**src/common/aor_pkg.sv**
```systemverilog
// constants, types and register map of the analog output restart and gating block
// assumes a single 250 MHz clock domain and a plain word-addressed register port
package aor_pkg;

  // ==========================================================
  // widths
  localparam int NCH_DEF = 4;
  localparam int AW      = 8;
  localparam int DW      = 16;
  localparam int IRQ_W   = 3;

  // ==========================================================
  // register offsets (word index)
  localparam logic [7:0] A_CONV_EN     = 8'h00;
  localparam logic [7:0] A_SETVAL0     = 8'h01;
  localparam logic [7:0] A_SETUP_USE   = 8'h10;
  localparam logic [7:0] A_SETUP_RANGE = 8'h11;
  localparam logic [7:0] A_SETUP_HOLD  = 8'h12;
  localparam logic [7:0] A_ALARM       = 8'h18;
  localparam logic [7:0] A_IRQ_STAT    = 8'h19;
  localparam logic [7:0] A_IRQ_MASK    = 8'h1a;
  localparam logic [7:0] A_STATUS      = 8'h1b;
  localparam logic [7:0] A_RESTART_CNT = 8'h1c;

  // ==========================================================
  // reset values
  localparam logic [15:0] RST_CONV_EN = 16'h0000;
  localparam logic [15:0] RST_SETVAL  = 16'h0000;
  localparam logic [15:0] RST_USE     = 16'h0000;
  localparam logic [15:0] RST_RANGE   = 16'h0000;
  localparam logic [15:0] RST_HOLD    = 16'h0000;
  localparam logic [15:0] RST_CODE    = 16'h0000;

  // ==========================================================
  // field positions
  localparam int ALM_SETUP_BIT = 10;
  localparam int ST_BUSY_BIT   = 0;
  localparam int IRQ_DONE      = 0;
  localparam int IRQ_SETVAL    = 1;
  localparam int IRQ_SETUP     = 2;

  // ==========================================================
  // signal ranges and their permitted set values
  typedef enum logic [1:0] {
    RNG_1_5V   = 2'h0,
    RNG_0_10V  = 2'h1,
    RNG_0_5V   = 2'h2,
    RNG_PM10V  = 2'h3
  } aor_range_t;

  localparam logic [15:0] UNI_LO = 16'hff38;
  localparam logic [15:0] UNI_HI = 16'h1068;
  localparam logic [15:0] BI_LO  = 16'hf7cc;
  localparam logic [15:0] BI_HI  = 16'h0834;

  // hold behaviour codes
  localparam logic [1:0] HOLD_CLR  = 2'h0;
  localparam logic [1:0] HOLD_LAST = 2'h1;
  localparam logic [1:0] HOLD_MAX  = 2'h2;

  // ==========================================================
  // timing
  localparam int T_RESTART_NS = 1000;
  localparam int CLK_NS       = 4;
  localparam int RESTART_CYC  = (T_RESTART_NS + CLK_NS - 1) / CLK_NS;

  typedef enum logic [1:0] {
    ST_RESTART = 2'b01,
    ST_RUN     = 2'b10
  } aor_state_t;

endpackage

```
**src/common/aor_ch_if.sv**
```systemverilog
// per-channel signals between the restart control and one output channel
// assumes both ends run on the same clock
`timescale 1ns/1ns
interface aor_ch_if;
  import aor_pkg::*;
  logic             force_zero;
  logic             tick;
  logic             conv_en;
  logic             in_use;
  aor_range_t       rng;
  logic [1:0]       hold;
  logic [15:0]      setv;
  logic [15:0]      code;
  logic             set_err;
  modport ctl (output force_zero, tick, conv_en, in_use, rng, hold, setv, input code, set_err);
  modport ch  (input force_zero, tick, conv_en, in_use, rng, hold, setv, output code, set_err);
endinterface

```
**src/core/aor_channel.sv**
```systemverilog
// one analog output channel: range check, hold behaviour and output code
// assumes tick is a one-cycle refresh pulse from the controlling module
`timescale 1ns/1ns
module aor_channel
  import aor_pkg::*;
(
  input  wire logic clk,
  input  wire logic rst_b,
  aor_ch_if.ch      port
);

  // ==========================================================
  // range check
  logic        in_range;
  logic [15:0] hold_code;

  always_comb begin
    if (port.rng == RNG_PM10V) begin
      in_range = ($signed(port.setv) >= $signed(BI_LO)) && ($signed(port.setv) <= $signed(BI_HI));
    end else begin
      in_range = ($signed(port.setv) >= $signed(UNI_LO)) && ($signed(port.setv) <= $signed(UNI_HI));
    end
  end

  // ==========================================================
  // hold value
  always_comb begin
    unique case (port.hold)
      HOLD_LAST: hold_code = port.code;
      HOLD_MAX:  hold_code = (port.rng == RNG_PM10V) ? BI_HI : UNI_HI;
      default:   hold_code = RST_CODE;
    endcase
  end

  // ==========================================================
  // output code
  always_ff @(posedge clk or negedge rst_b) begin
    if (!rst_b) begin
      port.code <= RST_CODE;
    end else if (port.force_zero) begin
      port.code <= RST_CODE;
    end else if (port.tick && port.in_use) begin
      if (!port.conv_en || !in_range) begin
        port.code <= hold_code;
      end else begin
        port.code <= port.setv;
      end
    end
  end

  // live flag, drops by itself once the set value is back in range
  always_ff @(posedge clk or negedge rst_b) begin
    if (!rst_b) begin
      port.set_err <= 1'b0;
    end else begin
      port.set_err <= port.in_use && !in_range && !port.force_zero;
    end
  end

endmodule // aor_channel

```
**src/core/aor_restart_gate.sv**
```systemverilog
// restart sequencing and output gating of an analog output unit
// assumes io_refresh and restart_req are pins from the host controller
//
// Function
// - host pulses restart bit on then off; device restarts the unit.
// - during restart every output is forced to zero volts or milliamps.
// - power removal and reapply performs the same full restart.
// - setup memory changes apply only at restart; restart re-evaluates errors.
// - a channel not configured in use never updates its output.
// - conversion enable off applies hold; output follows set value once on.
// - out-of-range set value is not converted; output does not follow it.
// - out-of-range set value raises that channel's error flag, low alarm byte.
// - initial setting error flags stay until corrected and restarted.
`timescale 1ns/1ns
module aor_restart_gate
  import aor_pkg::*;
#(
  parameter int NCH            = NCH_DEF,
  parameter int RESTART_CYCLES = RESTART_CYC
) (
  input  wire logic                 clk,
  input  wire logic                 rst_b,
  input  wire logic                 io_refresh,
  input  wire logic                 restart_req,
  input  wire logic [aor_pkg::AW-1:0] reg_addr,
  input  wire logic [aor_pkg::DW-1:0] reg_wdata,
  input  wire logic                 reg_wr,
  input  wire logic                 reg_rd,
  output logic      [aor_pkg::DW-1:0] reg_rdata,
  output logic                      irq,
  output logic      [NCH*16-1:0]    dac_code,
  output logic                      dac_force_zero,
  output logic                      unit_busy
);

  import aor_pkg::*;

  // ==========================================================
  // pin synchronisers
  logic [2:0] req_sync;
  logic [2:0] ref_sync;
  logic       req_lvl;
  logic       ref_lvl;
  logic       ref_prev;
  logic       tick;

  always_ff @(posedge clk or negedge rst_b) begin
    if (!rst_b) begin
      req_sync <= 3'h0;
      ref_sync <= 3'h0;
    end else begin
      req_sync <= {req_sync[1:0], restart_req};
      ref_sync <= {ref_sync[1:0], io_refresh};
    end
  end

  // a change counts only once stages two and three agree
  always_ff @(posedge clk or negedge rst_b) begin
    if (!rst_b) begin
      req_lvl <= 1'b0;
      ref_lvl <= 1'b0;
    end else begin
      if (req_sync[2] == req_sync[1]) begin
        req_lvl <= req_sync[2];
      end
      if (ref_sync[2] == ref_sync[1]) begin
        ref_lvl <= ref_sync[2];
      end
    end
  end

  always_ff @(posedge clk or negedge rst_b) begin
    if (!rst_b) begin
      ref_prev <= 1'b0;
    end else begin
      ref_prev <= ref_lvl;
    end
  end

  assign tick = ref_lvl && !ref_prev;

  // ==========================================================
  // restart bit edge detection at refresh
  logic req_smp;
  logic armed;
  logic host_restart;

  // bit is only looked at on refresh, as the host updates it between refreshes
  always_ff @(posedge clk or negedge rst_b) begin
    if (!rst_b) begin
      req_smp <= 1'b0;
    end else if (tick) begin
      req_smp <= req_lvl;
    end
  end

  assign host_restart = tick && armed && req_smp && !req_lvl;

  always_ff @(posedge clk or negedge rst_b) begin
    if (!rst_b) begin
      armed <= 1'b0;
    end else if (tick && req_lvl && !req_smp) begin
      armed <= 1'b1;
    end else if (host_restart) begin
      armed <= 1'b0;
    end
  end

  // ==========================================================
  // restart sequencer
  aor_state_t  state;
  logic [15:0] cnt;
  logic        restarting;
  logic        restart_done;

  assign restarting   = (state == ST_RESTART);
  assign restart_done = restarting && (cnt == 16'(RESTART_CYCLES - 1));

  // reset lands in restart, so power-up runs the full sequence
  always_ff @(posedge clk or negedge rst_b) begin
    if (!rst_b) begin
      state <= ST_RESTART;
    end else begin
      unique case (state)
        ST_RESTART: if (restart_done) begin
          state <= ST_RUN;
        end
        ST_RUN: if (host_restart) begin
          state <= ST_RESTART;
        end
      endcase
    end
  end

  always_ff @(posedge clk or negedge rst_b) begin
    if (!rst_b) begin
      cnt <= 16'h0000;
    end else if (!restarting) begin
      cnt <= 16'h0000;
    end else if (!restart_done) begin
      cnt <= cnt + 16'h0001;
    end
  end

  // ==========================================================
  // register file
  logic [15:0] conv_en;
  logic [15:0] setval [NCH];
  logic [15:0] setup_use;
  logic [15:0] setup_range;
  logic [15:0] setup_hold;
  logic [IRQ_W-1:0] irq_mask;
  logic [IRQ_W-1:0] irq_stat;
  logic [7:0]  restart_cnt;

  always_ff @(posedge clk or negedge rst_b) begin
    if (!rst_b) begin
      conv_en <= RST_CONV_EN;
    end else if (reg_wr && reg_addr == A_CONV_EN) begin
      conv_en <= reg_wdata;
    end
  end

  always_ff @(posedge clk or negedge rst_b) begin
    if (!rst_b) begin
      for (int i = 0; i < NCH; i++) begin
        setval[i] <= RST_SETVAL;
      end
    end else begin
      for (int i = 0; i < NCH; i++) begin
        if (reg_wr && reg_addr == A_SETVAL0 + AW'(i)) begin
          setval[i] <= reg_wdata;
        end
      end
    end
  end

  // setup memory area: written any time, used only after restart
  always_ff @(posedge clk or negedge rst_b) begin
    if (!rst_b) begin
      setup_use   <= RST_USE;
      setup_range <= RST_RANGE;
      setup_hold  <= RST_HOLD;
    end else if (reg_wr) begin
      if (reg_addr == A_SETUP_USE) begin
        setup_use <= reg_wdata;
      end
      if (reg_addr == A_SETUP_RANGE) begin
        setup_range <= reg_wdata;
      end
      if (reg_addr == A_SETUP_HOLD) begin
        setup_hold <= reg_wdata;
      end
    end
  end

  always_ff @(posedge clk or negedge rst_b) begin
    if (!rst_b) begin
      irq_mask <= '0;
    end else if (reg_wr && reg_addr == A_IRQ_MASK) begin
      irq_mask <= reg_wdata[IRQ_W-1:0];
    end
  end

  always_ff @(posedge clk or negedge rst_b) begin
    if (!rst_b) begin
      restart_cnt <= 8'h00;
    end else if (restart_done) begin
      restart_cnt <= restart_cnt + 8'h01;
    end
  end

  // ==========================================================
  // active setup copy
  logic [15:0] act_use;
  logic [15:0] act_range;
  logic [15:0] act_hold;

  always_ff @(posedge clk or negedge rst_b) begin
    if (!rst_b) begin
      act_use   <= RST_USE;
      act_range <= RST_RANGE;
      act_hold  <= RST_HOLD;
    end else if (restarting) begin
      act_use   <= setup_use;
      act_range <= setup_range;
      act_hold  <= setup_hold;
    end
  end

  // ==========================================================
  // initial setting error, judged on the copy at restart end
  logic bad_hold;
  logic setup_err;

  always_comb begin
    bad_hold = 1'b0;
    for (int i = 0; i < NCH; i++) begin
      if (act_hold[2*i +: 2] > HOLD_MAX) begin
        bad_hold = 1'b1;
      end
    end
  end

  always_ff @(posedge clk or negedge rst_b) begin
    if (!rst_b) begin
      setup_err <= 1'b0;
    end else if (restart_done) begin
      setup_err <= bad_hold;
    end
  end

  // ==========================================================
  // channels
  logic [NCH-1:0] ch_err;

  for (genvar g = 0; g < NCH; g++) begin : g_ch
    aor_ch_if chif ();
    assign chif.force_zero = restarting;
    assign chif.tick       = tick && !setup_err;
    assign chif.conv_en    = conv_en[g];
    assign chif.in_use     = act_use[g];
    assign chif.rng        = aor_range_t'(act_range[2*g +: 2]);
    assign chif.hold       = act_hold[2*g +: 2];
    assign chif.setv       = setval[g];
    assign dac_code[16*g +: 16] = chif.code;
    assign ch_err[g]       = chif.set_err;
    aor_channel u_ch (
      .clk   (clk),
      .rst_b (rst_b),
      .port  (chif.ch)
    );
  end

  assign dac_force_zero = restarting;
  assign unit_busy      = restarting;

  // ==========================================================
  // interrupts
  logic [7:0]       alarm_lo;
  logic [7:0]       alarm_prev;
  logic [IRQ_W-1:0] irq_ev;
  logic             setup_err_prev;

  assign alarm_lo = 8'(ch_err);

  always_ff @(posedge clk or negedge rst_b) begin
    if (!rst_b) begin
      alarm_prev     <= 8'h00;
      setup_err_prev <= 1'b0;
    end else begin
      alarm_prev     <= alarm_lo;
      setup_err_prev <= setup_err;
    end
  end

  always_comb begin
    irq_ev             = '0;
    irq_ev[IRQ_DONE]   = restart_done;
    irq_ev[IRQ_SETVAL] = |(alarm_lo & ~alarm_prev);
    irq_ev[IRQ_SETUP]  = setup_err && !setup_err_prev;
  end

  // a new event beats a clear in the same cycle
  always_ff @(posedge clk or negedge rst_b) begin
    if (!rst_b) begin
      irq_stat <= '0;
    end else if (reg_wr && reg_addr == A_IRQ_STAT) begin
      irq_stat <= (irq_stat & ~reg_wdata[IRQ_W-1:0]) | irq_ev;
    end else begin
      irq_stat <= irq_stat | irq_ev;
    end
  end

  assign irq = |(irq_stat & irq_mask);

  // ==========================================================
  // read port, data one cycle after the strobe
  logic [15:0] rd_mux;

  always_comb begin
    rd_mux = 16'h0000;
    if (reg_addr == A_CONV_EN) begin
      rd_mux = conv_en;
    end else if (reg_addr == A_SETUP_USE) begin
      rd_mux = setup_use;
    end else if (reg_addr == A_SETUP_RANGE) begin
      rd_mux = setup_range;
    end else if (reg_addr == A_SETUP_HOLD) begin
      rd_mux = setup_hold;
    end else if (reg_addr == A_ALARM) begin
      rd_mux[7:0]           = alarm_lo;
      rd_mux[ALM_SETUP_BIT] = setup_err;
    end else if (reg_addr == A_IRQ_STAT) begin
      rd_mux[IRQ_W-1:0] = irq_stat;
    end else if (reg_addr == A_IRQ_MASK) begin
      rd_mux[IRQ_W-1:0] = irq_mask;
    end else if (reg_addr == A_STATUS) begin
      rd_mux[ST_BUSY_BIT] = restarting;
    end else if (reg_addr == A_RESTART_CNT) begin
      rd_mux[7:0] = restart_cnt;
    end else begin
      for (int i = 0; i < NCH; i++) begin
        if (reg_addr == A_SETVAL0 + AW'(i)) begin
          rd_mux = setval[i];
        end
      end
    end
  end

  // unmapped addresses read zero
  always_ff @(posedge clk or negedge rst_b) begin
    if (!rst_b) begin
      reg_rdata <= 16'h0000;
    end else if (reg_rd) begin
      reg_rdata <= rd_mux;
    end else begin
      reg_rdata <= 16'h0000;
    end
  end

endmodule // aor_restart_gate

```
**config.mk**
```make
export PLATFORM = sky130hd
export DESIGN_NAME = aor_restart_gate
export DESIGN_NICKNAME = d
export VERILOG_FILES = /design/src/common/aor_pkg.sv /design/src/common/aor_ch_if.sv /design/src/core/aor_channel.sv /design/src/core/aor_restart_gate.sv
export SDC_FILE = /design/constraint.sdc
export NUM_CORES = 1
export LEC_CHECK = 0
export BUFFER_PORTS_ARGS = -buffer_cell sky130_fd_sc_hd__buf_2
export CORE_AREA = 2 2 159 161
export CTS_CLUSTER_DIAMETER = 120
export DETAILED_ROUTE_END_ITERATION = 10
export DIE_AREA = 0 0 161 163
export PLACE_DENSITY_LB_ADDON = 0.2
export SYNTH_ARGS = -nofsm -noshare
export SYNTH_HDL_FRONTEND = slang
export SYNTH_SLANG_ARGS = --single-unit
```
**constraint.sdc**
```tcl
create_clock -name clk -period 2.2 [get_ports clk]
set_input_delay 0.44 -clock clk [delete_from_list [all_inputs] [get_ports clk]]
set_output_delay 0.44 -clock clk [all_outputs]
set_load 0.05 [all_outputs]
```
Word level (Yosys, flattened, before mapping):

Cells that the tools add are included.
W data, S select, Z words.

* register bits: 281
* output and inout port bits: 83

* $add $sub $neg: 2
* magnitude comparators: 20
* equal/unequal tests: 36
* mux-type cells: 66
* bitwise operators: 7
* reductions and logical operators: 70

Operator list (number)
* $mux W16: 32
* $pmux W16 S2: 4
* $mux W13: 6
* $eq A8 B5 Y1 const B: 8
* $ge A16 B13 Y1 const B: 4
* $ge A16 B9 Y1 const B: 4
* $le A16 B13 Y1 const B: 4
* $le A16 B14 Y1 const B: 4
* $logic_and A1 B1 Y1: 36
* $mux W8: 3
* $eq A2 B2 Y1 const B: 9
* $add A16 B1 Y16 const B: 1
* $eq A16 B8 Y1 const B: 1
* $eq A8 B2 Y1 const B: 2
* $reduce_and A2 Y1: 8
* $mux W15: 1
* $logic_not A1 Y1: 14
* $mux W1: 12
* $ne A3 B2 Y1 const B: 4
* $eq A2 B1 Y1 const B: 5
* $reduce_bool A2 Y1: 5
* $mux W3: 3
* $add A8 B1 Y8 const B: 1
* $and A4 B8 Y8: 1
* other kinds (16): 29

Longest topological paths before layout:

Gate-level depths: netlist of run 1.

* depth after elaboration: 24
* mapped depth: 9
* gate-level depth less buffers: 8

Hierarchy:

A second synthesis of run 1 with hierarchy kept.

* cells, all modules: 1099
* area total of the unflattened synthesis: 13092.6 um2

Modules (own cells, without submodules)
* aor_restart_gate: times used 1, cells each 791, area an instance 9419.0 um2, sequential area each 5331.4 um2
* aor_channel: times used 4, cells each 77, area an instance 918.4 um2, sequential area each 425.4 um2

Worst setup path before layout of run 1:

Ideal clock, no wire load.

* kind: reg-to-output
* start: register state[0]
* end: output unit_busy
* arrival: 2.005 ns
* required time: 1.760 ns
* path slack: -0.245 ns
* stages on the path, launching flop included: 6
* buffers on the path: 3
* cell sequence: dfstp_2 -> nand2b_1 -> inv_1 -> clkbuf_1 -> buf_1 -> buf_4

* longest elaborated chain between the ends: 1

RTL lines
* start, declared: RTL line aor_restart_gate.sv:111 `aor_state_t state;`
* start signal, assigned: RTL line aor_restart_gate.sv:122 `state <= ST_RESTART;`
* start signal, assigned: RTL line aor_restart_gate.sv:126 `state <= ST_RUN;`
* start signal, assigned: RTL line aor_restart_gate.sv:129 `state <= ST_RESTART;`
* $eq A2 B1 Y1: RTL line aor_restart_gate.sv:116 `assign restarting = (state == ST_RESTART);`
* end, declared: RTL line aor_restart_gate.sv:33 `output logic unit_busy`

Every way passes these cells.

Worst setup path after layout of run 1:

* start: register setval (netlist bit g_ch[0].chif.setv[4])
* end: register g_ch[0].u_ch.port.code[9]

* longest elaborated chain between the ends: 8

RTL lines
* start, declared: RTL line aor_restart_gate.sv:148 `logic [15:0] setval [NCH];`
* start signal, assigned by index: RTL line aor_restart_gate.sv:172 `setval[i] <= reg_wdata;`
* $ge A16 B9 Y1 (tied with other cells): RTL line aor_channel.sv:21 `in_range = ($signed(port.setv) >= $signed(UNI_LO)) && ($signed(port.setv) <= $signed(UNI_HI));`
* $logic_and A1 B1 Y1 (on tied branches): RTL line aor_channel.sv:21, aor_channel.sv:19
* $mux W1 *: RTL line aor_channel.sv:18 `if (port.rng == RNG_PM10V) begin`
* $logic_not A1 Y1 *: RTL line aor_channel.sv:43 `if (!port.conv_en || !in_range) begin`
* $logic_or A1 B1 Y1 *: RTL line aor_channel.sv:43
* $mux W16: RTL line aor_channel.sv:43
* $mux W16: RTL line aor_channel.sv:42 `end else if (port.tick && port.in_use) begin`
* $mux W16: RTL line aor_channel.sv:40 `end else if (port.force_zero) begin`
* end signal, assigned: RTL line aor_channel.sv:44 `port.code <= hold_code;`
* end signal, assigned: RTL line aor_channel.sv:46 `port.code <= port.setv;`
* end, declared: RTL line aor_ch_if.sv:16 `modport ch (input force_zero, tick, conv_en, in_use, rng, hold, setv, output code, set_err);`

Every way passes the cells marked *; elsewhere a longest branch is shown, timed or not. The select of a mux whose other input is x is not followed.
A chain may end at the register's enable or synchronous reset.

==> results of run 1 <==
[power groups by stage]
stage | Sequential [mW] | Clock, mW | Combinational (mW)
after CTS | 5.44 | 5.46 | 0.881
final | 5.45 | 5.41 | 0.910
after global placement | 5.53 | 0 | 0.855
after floorplan | 5.50 | 0 | 0.365
after detailed placement | 5.53 | 0 | 0.866
after global routing | 5.46 | 5.68 | 0.973
[Yosys cell counts, drive strengths merged, types with 5 or more instances]
cell	instances	share of area
nand2	132	0.038
or3	10	0.0048
o2111ai	9	0.0060
a211oi	10	0.0065
nand4	7	0.0034
a31oi	11	0.0053
o21ai	31	0.012
and3	13	0.0062
mux2	138	0.12
inv	22	0.0063
a22oi	25	0.014
nor2	48	0.014
nor3	23	0.011
nor3b	7	0.0048
o211ai	11	0.0067
xor2	10	0.0067
nand2b	8	0.0038
and2	14	0.0067
nand3	26	0.011
xnor2	8	0.0054
o22ai	10	0.0048
a221o	18	0.014
a21oi	43	0.017
mux2i	6	0.0046
a21boi	6	0.0035
a221oi	8	0.0054
o2bb2ai	5	0.0034
buf	29	0.013
a22o	38	0.026
and4	7	0.0047
a211o	13	0.0087
dfrtp	280	0.54
nor2b	7	0.0034
nor4	10	0.0053
a32oi	7	0.0047
clkbuf	31	0.0089
[worst max-delay path: cells and delay by family (launching register included)]
family,cells,cell delay [ns]
AOI/OAI and AO/OA,5,1.14
buffers and inverters,3,0.43
DFF,1,0.41
and+or+nand+nor,1,0.17
[layout make-up]
class,count,share of cell area
well taps,330,0.02524
multi-input cells,776,0.3552
flip-flops and latches,281,0.4301
repair buffers,266,0.1202
clock buffers,41,0.05140
clock inverters,11,0.01293
inverters,22,0.005048
[metrics by stage]
| stage | setup TNS (ns) | area [µm²] | worst slack, ns |
|---|---|---|---|
| after floorplan | 0 | 13050 | 0.01380 |
| after global placement | -1.276 | 15040 | -0.09497 |
| after detailed placement | -2.200 | 15040 | -0.1050 |
| after CTS | -0.003156 | 16160 | -0.003156 |
| after global routing | -1.145 | 16360 | -0.09949 |
| final | -0.1881 | 16360 | -0.03031 |
[logic make-up after synthesis]
kind of cell | Yosys count | share of synthesized area
compound gates | 283 | 0.1664
xor+xnor | 18 | 0.01209
fa+ha+maj | 5 | 0.004412
buf+inv | 82 | 0.02791
flops | 281 | 0.5391
mux | 144 | 0.1237
simple gates | 326 | 0.1263
[sequential cells by signal, summed over array words and instances, names as in the netlist, 2 cells and up]
name                    count
alarm_prev                  4
act_range                   8
setup_hold                 16
irq_mask                    3
req_sync                    3
g_ch.u_ch.port.code        64
state                       2
ref_sync                    3
setup_use                  16
reg_rdata                  16
act_hold                    8
setup_range                16
conv_en                    16
irq_stat                    3
g_ch.u_ch.port.set_err      4
g_ch.chif.setv             64
restart_cnt                 8
cnt                        16
act_use                     4
[placed cells by master, fill, tap and decap left out, types with 7 or more instances in the layout]
cell type / instances
nor3_1: 13
o21ai_0: 30
and3_1: 13
o2111ai_1: 9
and4_1: 7
a21oi_1: 39
nand4_1: 7
nor3_2: 10
nand3_1: 24
clkbuf_8: 7
or3_1: 10
and2_1: 9
inv_1: 21
a22oi_1: 25
clkbuf_16: 29
nand2_1: 131
mux2_2: 123
a22o_1: 38
nand2b_1: 8
xnor2_1: 8
buf_4: 130
buf_2: 109
mux2_1: 15
o22ai_1: 10
a211o_1: 13
a32oi_1: 7
buf_12: 16
a221o_1: 18
xor2_1: 10
nor2_1: 46
a221oi_1: 7
a31oi_1: 10
dfrtp_1: 278
o211ai_1: 10
buf_6: 7
nor2b_1: 7
[what timing repair did]
action                                 4_1_cts  5_1_grt
cloned                                       0        1
endpoints found under the hold margin       44        0
setup endpoints to repair                   30       56
hold buffers                                 3        0
buffers inserted                             0        3
resized for setup                           10       38
pin swaps                                    1       14
[metal layers]
metal  vias to the layer above  wire, µm  GRT usage
met1                      5285     17210     0.4336
met3                       102      3299    0.05449
met4                         0      1678     0.1234
met2                       473     18560     0.4877
met5                         -         0          0
li1                       4742         -          -
[worst max path at each step]
stage,startpoint,to,cells past startpoint
floorplan,reg_addr[5],g_ch[2].chif.setv[12],7
global placement,reg_addr[4],reg_rdata[7],9
detailed placement,g_ch[3].chif.setv[4],g_ch[3].u_ch.port.code[2],5
CTS,g_ch[0].chif.setv[4],g_ch[0].u_ch.port.code[9],9
global route,g_ch[0].chif.setv[4],g_ch[0].u_ch.port.code[3],8
finish,g_ch[0].chif.setv[4],g_ch[0].u_ch.port.code[9],9
==> metrics.csv, run 1 <==
stage;metric;value;unit
drt;WL/cell;23.59;µm
run;max_cap viols;0;
min_path;hold path startpoint;reg_rd;
clock_network;Clock transition at path regs;0.07;ns
global_route;GRT Total Usage;0.3108;
clock_network;root buffer cell;clkbuf_16;
worst_setup_path;Worst Setup Path Type;reg2reg;
drt;Remaining DRCs;0;
power_and_ir_drop;VDD IR max;0.0005799;V
power_and_ir_drop;Net Sw Frac;0.2335;
die;core area;24670;µm²
worst_setup_path;R2R Setup Slk;-0.03;ns
global_route;initial antenna violation count;0;
worst_setup_path;reg2reg end;g_ch[0].u_ch.port.code[9];
finish;area of the multi-input gates;5811;µm²
timing;fin crit share;1.014;
finish;FILL cells;1928;
clock_network;H-tree levels;1;
power_and_ir_drop;Clk network pwr share;0.460;
worst_setup_path;Critical Path Slowest Stage Cell;dfrtp_1;
place;IO Port Bufs;112;
clock_network;Clock Latency Late Sink;0.56;ns
global_route;total global routing overflow;0;
synthesis;Post-Syn Instances;1139;
finish;Reg area;7036;µm²
drt;final antenna-violating net count;0;
clock_network;CTS Buf Count;29;
min_path;Worst Hold Path EP;reg_rdata[1];
timing;Min Hold Slack;0.1894;ns
finish;Finished Layout Cells;1727;
synthesis;Distinct cells, synth;86;
drt;1st-iter DRT viols;960;
drt;via count;10600;
finish;Core Util, Final;0.6630;
worst_setup_path;critical path launch point type;flop;
power_and_ir_drop;leakage;8.072;nW
timing;fmax;0.4484;GHz
drt;drt first pass iters;6;
die;area of the die;26240;µm²
synthesis;FF+latch count, synth;281;
worst_setup_path;cells on worst reg2reg path;9;
min_path;Hold Path Class;in2reg;
die;die height;163;µm
clock_network;CTS tree;yes;
synthesis;Post-Syn Area;13050;µm²
power_and_ir_drop;Net Sw Power;2.747;mW
worst_setup_path;RR Startpoint;g_ch[0].chif.setv[4];
global_route;vias in the first global route;10450;
die;I/O pin count;113;
place;Placer Congestion;0.9498;
timing;final worst setup slack;-0.03031;ns
power_and_ir_drop;Sequential Power Share;0.463;
place;HPWL after detailed placement;29.73;mm
worst_setup_path;crit-path max FO;8;
drt;vias per inst;6.139;
timing;Slew @ Worst Pin;0.6306;ns
synthesis;Post-synth EDFFs;0;
synthesis;Synth Net Count;1172;
worst_setup_path;Req. time, crit path;2.68;ns
drt;final wirelength;40.74;mm
global_route;largest net degree at the start of global routing;55;
place;dpl cells;1668;
finish;Layout area overhead;25.41;%
power_and_ir_drop;internal power;9.017;mW
power_and_ir_drop;PwrDens;719.1;nW/µm²
worst_setup_path;Arrival @ worst endpoint;2.71;ns
worst_setup_path;Crit. End Element;flop;
power_and_ir_drop;Logic pwr share;0.077;
worst_setup_path;crit-path max cell delay;0.41;ns
die;std cell rows;58;
finish;Nets;1409;
clock_network;CTS Buffer Depth;3;
die;Die W;161;µm
timing;RSZ-0062 raised after global routing;true;
power_and_ir_drop;total power;11.76;mW
timing;endpoints failing setup;10;
synthesis;Ys Warns;0;
timing;Tmin final;2.230;ns
run_status;failing checks;negative setup slack;
timing;Hold Vio Cnt, Final;0;
synthesis;ys flop type;dfrtp_1;
die;Initial Util;0.5287;
finish;share of layout cells above drive strength 1;0.3522;
min_path;Hold Crit Depth;2;
clock_network;Clock Sink Count;281;
timing;max-slew violation count;0;
timing;worst clock skew;0.02100;ns
finish;ANT cells;0;
synthesis;register area share after synthesis;0.5391;
timing;max_slew headroom;0.5796;
run_status;status;finished with violations;
synthesis;Mean Syn Cell Area;11.45;µm²
worst_setup_path;critical-path cell list;buf_6 > a311o_1 > nor3b_4 > o31ai_4 > a21oi_2 > a311oi_4 > buf_4 > buf_12 > a22o_1;
synthesis;Post-synth ARST share;1.000;
global_route;first-pass GRT wire length;61.80;mm
Note: power is estimated with default switching activity, not from simulation.
==> run 2, diff against run 1 <==
==> constraint.sdc (replaced) <==
create_clock -name clk -period 1.79 [get_ports clk]
set_input_delay 0.358 -clock clk [delete_from_list [all_inputs] [get_ports clk]]
set_output_delay 0.358 -clock clk [all_outputs]
set_load 0.05 [all_outputs]
==> metrics.csv, run 2 (synthesis gave the netlist of run 1 again) <==
stage;metric;value;unit;change
timing;max_slew headroom;0.6463;;was 0.5796
worst_setup_path;R2R Setup Slk;-0.45;ns;was -0.03 ns
clock_network;CTS Buffer Depth;3;;unchanged
worst_setup_path;Critical Path Slowest Stage Cell;nor3_1;;was dfrtp_1
worst_setup_path;Crit. End Element;flop;;unchanged
place;HPWL after detailed placement;32.69;mm;was 29.73 mm
place;dpl cells;1779;;was 1668
worst_setup_path;Worst Setup Path Type;reg2reg;;unchanged
clock_network;H-tree levels;1;;unchanged
drt;WL/cell;24.62;µm;was 23.59 µm
global_route;largest net degree at the start of global routing;52;;was 55
worst_setup_path;crit-path max cell delay;0.46;ns;was 0.41 ns
power_and_ir_drop;VDD IR max;0.0008682;V;was 0.0005799 V
run_status;failing checks;negative setup slack;;unchanged
clock_network;Clock Sink Count;281;;unchanged
die;Initial Util;0.5287;;unchanged
clock_network;CTS tree;yes;;unchanged
timing;RSZ-0062 raised after global routing;true;;unchanged
finish;commonest cells after routing, fill and taps aside;268 x dfrtp_1, 255 x buf_4, 121 x mux2_2, 120 x nand2_1, 109 x buf_2;;was 278 x dfrtp_1, 131 x nand2_1, 130 x buf_4, 123 x mux2_2, 109 x buf_2
timing;Min Hold Slack;0.08178;ns;was 0.1894 ns
drt;final wirelength;46.29;mm;was 40.74 mm
finish;Final Cell Area;18200;µm²;was 16360 µm²
finish;ANT cells;0;;unchanged
finish;share of layout cells above drive strength 1;0.4665;;was 0.3522
place;Placed Area;16190;µm²;was 15040 µm²
timing;Slew @ Worst Pin;0.5265;ns;was 0.6306 ns
drt;drt first pass iters;7;;was 6
global_route;initial antenna violation count;2;;was 0
clock_network;root buffer cell;clkbuf_16;;unchanged
global_route;first-pass GRT wire length;68.59;mm;was 61.80 mm
timing;fin crit share;1.252;;was 1.014
global_route;GRT Total Usage;0.3449;;was 0.3108
timing;final worst setup slack;-0.4508;ns;was -0.03031 ns
clock_network;CTS Buf Count;30;;was 29
worst_setup_path;Arrival @ worst endpoint;2.69;ns;was 2.71 ns
drt;Remaining DRCs;0;;unchanged
worst_setup_path;crit-path max FO;8;;unchanged
timing;fmax;0.4463;GHz;was 0.4484 GHz
die;std cell rows;58;;unchanged
die;die height;163;µm;unchanged
power_and_ir_drop;PwrDens;798.5;nW/µm²;was 719.1 nW/µm²
finish;Layout area overhead;39.48;%;was 25.41%
timing;max-slew violation count;0;;unchanged
timing;endpoints failing setup;70;;was 10
drt;vias per inst;6.179;;was 6.139
power_and_ir_drop;leakage;9.025;nW;was 8.072 nW
global_route;vias in the first global route;11520;;was 10.45k
die;area of the die;26240;µm²;unchanged
die;core area;24670;µm²;unchanged
run_status;status;finished with violations;;unchanged
finish;commonest non-fill, non-tap cell in the layout;dfrtp_1;;unchanged
global_route;total global routing overflow;0;;unchanged
drt;via count;11620;;was 10.60k
finish;FILL cells;1681;;was 1928
drt;final antenna-violating net count;0;;unchanged
min_path;Hold Path Class;in2reg;;unchanged
clock_network;Clock transition at path regs;0.07;ns;about the same
die;Die W;161;µm;unchanged
finish;Nets;1560;;was 1409
drt;1st-iter DRT viols;1103;;was 960
worst_setup_path;critical path launch point type;flop;;unchanged
timing;Tmin final;2.241;ns;was 2.230 ns
run;max_cap viols;0;;unchanged
place;Placer Congestion;1.003;;was 0.9498
timing;TNS Setup;-20.95;ns;was -0.1881 ns
timing;worst clock skew;0.01495;ns;was 0.02100 ns
worst_setup_path;critical-path cell list;nor3_1 > a311oi_2 > a211oi_2 > buf_4 > o32ai_4 > clkbuf_16 > buf_12 > a22o_1;;was buf_6 > a311o_1 > nor3b_4 > o31ai_4 > a21oi_2 > a311oi_4 > buf_4 > buf_12 > a22o_1
finish;Finished Layout Cells;1880;;was 1727
die;I/O pin count;113;;unchanged
clock_network;Clock Latency Late Sink;0.56;ns;about the same
timing;Hold Vio Cnt, Final;0;;unchanged
place;IO Port Bufs;112;;unchanged
worst_setup_path;Req. time, crit path;2.24;ns;was 2.68 ns
run 2: cell count changes in the layout (fill, tap and decap cells not counted), moves of 6 or more:
| cell | previous run | this run |
|---|---|---|
| dfrtp_1 | 278 | 268 |
| nor3_2 | 10 | 3 |
| dfrtp_2 | 2 | 12 |
| buf_12 | 16 | 22 |
| nor3_4 | 0 | 10 |
| buf_6 | 7 | 22 |
| nand3_1 | 24 | 18 |
| mux2_4 | 0 | 17 |
| buf_4 | 130 | 255 |
| nand2_2 | 1 | 10 |
| nand2_1 | 131 | 120 |
| mux2_1 | 15 | 0 |
run 2: report_power, final:
group | internal [mW] | switching (mW) | total, mW
Sequential | 6.52 | 0.169 | 6.69
Clock | 3.75 | 2.62 | 6.37
Combinational | 0.653 | 0.814 | 1.47
Total | 10.9 | 3.60 | 14.5
run 2: area by class of cell:
class / instances / area, µm² / area share
Timing Repair Buffer: 414 / 3243 / 0.1782
Multi-Input combinational cell: 778 / 6385 / 0.3509
Clock buffer: 45 / 898.4 / 0.04937
Sequential cell: 281 / 7048 / 0.3874
Tap cell: 330 / 412.9 / 0.02269
Clock inverter: 10 / 122.6 / 0.006739
Inverter: 22 / 85.08 / 0.004676
run 2: what timing repair did:
item / in CTS / in global routing
endpoints found under the setup margin: 73 / 84
hold buffers: 3 / 0
resized for setup: 82 / 55
hold endpoints to repair: 44 / 0
buffers inserted: 27 / 18
cloned: 4 / 2
pin swaps: 58 / 33
run 2: worst max-delay path, delay by kind of cell (launching register included):
family	cells	cell delay (ns)
buffers and inverters	3	0.48
AND/OR/NAND/NOR	1	0.46
flip-flops	1	0.44
AO/OA/AOI/OAI	4	0.73
run 2: metal layers:
| layer | wire [µm] | track usage |
|---|---|---|
| met1 | 18430 | 0.4532 |
| met2 | 22300 | 0.5712 |
| met3 | 3395 | 0.06239 |
| met4 | 2143 | 0.1376 |
| met5 | 12 | 0 |
run 2: path summary, 6_finish.rpt:
kind / end / start / depth (start not counted)
min in group asynchronous: g_ch[1].u_ch.port.code[2] / rst_b / 2
max in group asynchronous: g_ch[1].chif.setv[11] / rst_b / 3
worst max-delay path: g_ch[3].u_ch.port.code[1] / g_ch[3].chif.setv[9] / 8
worst max register to register: g_ch[3].u_ch.port.code[1] / g_ch[3].chif.setv[9] / 8
worst min register to register: ref_sync[2] / ref_sync[1] / 0
worst min-delay path: reg_rdata[1] / reg_rd / 2
run 2: through the flow:
stage | total power, mW | setup WS, ns | util
2_1_floorplan | 7.261 | -0.3059 | -
3_3_place_gp | 8.043 | -0.4346 | 0.6560
3_5_place_dp | 8.075 | -0.5419 | 0.6560
4_1_cts | 14.46 | -0.4010 | 0.7227
5_1_grt | 14.92 | -0.5050 | 0.7374
6_report | 14.53 | -0.4508 | 0.7374
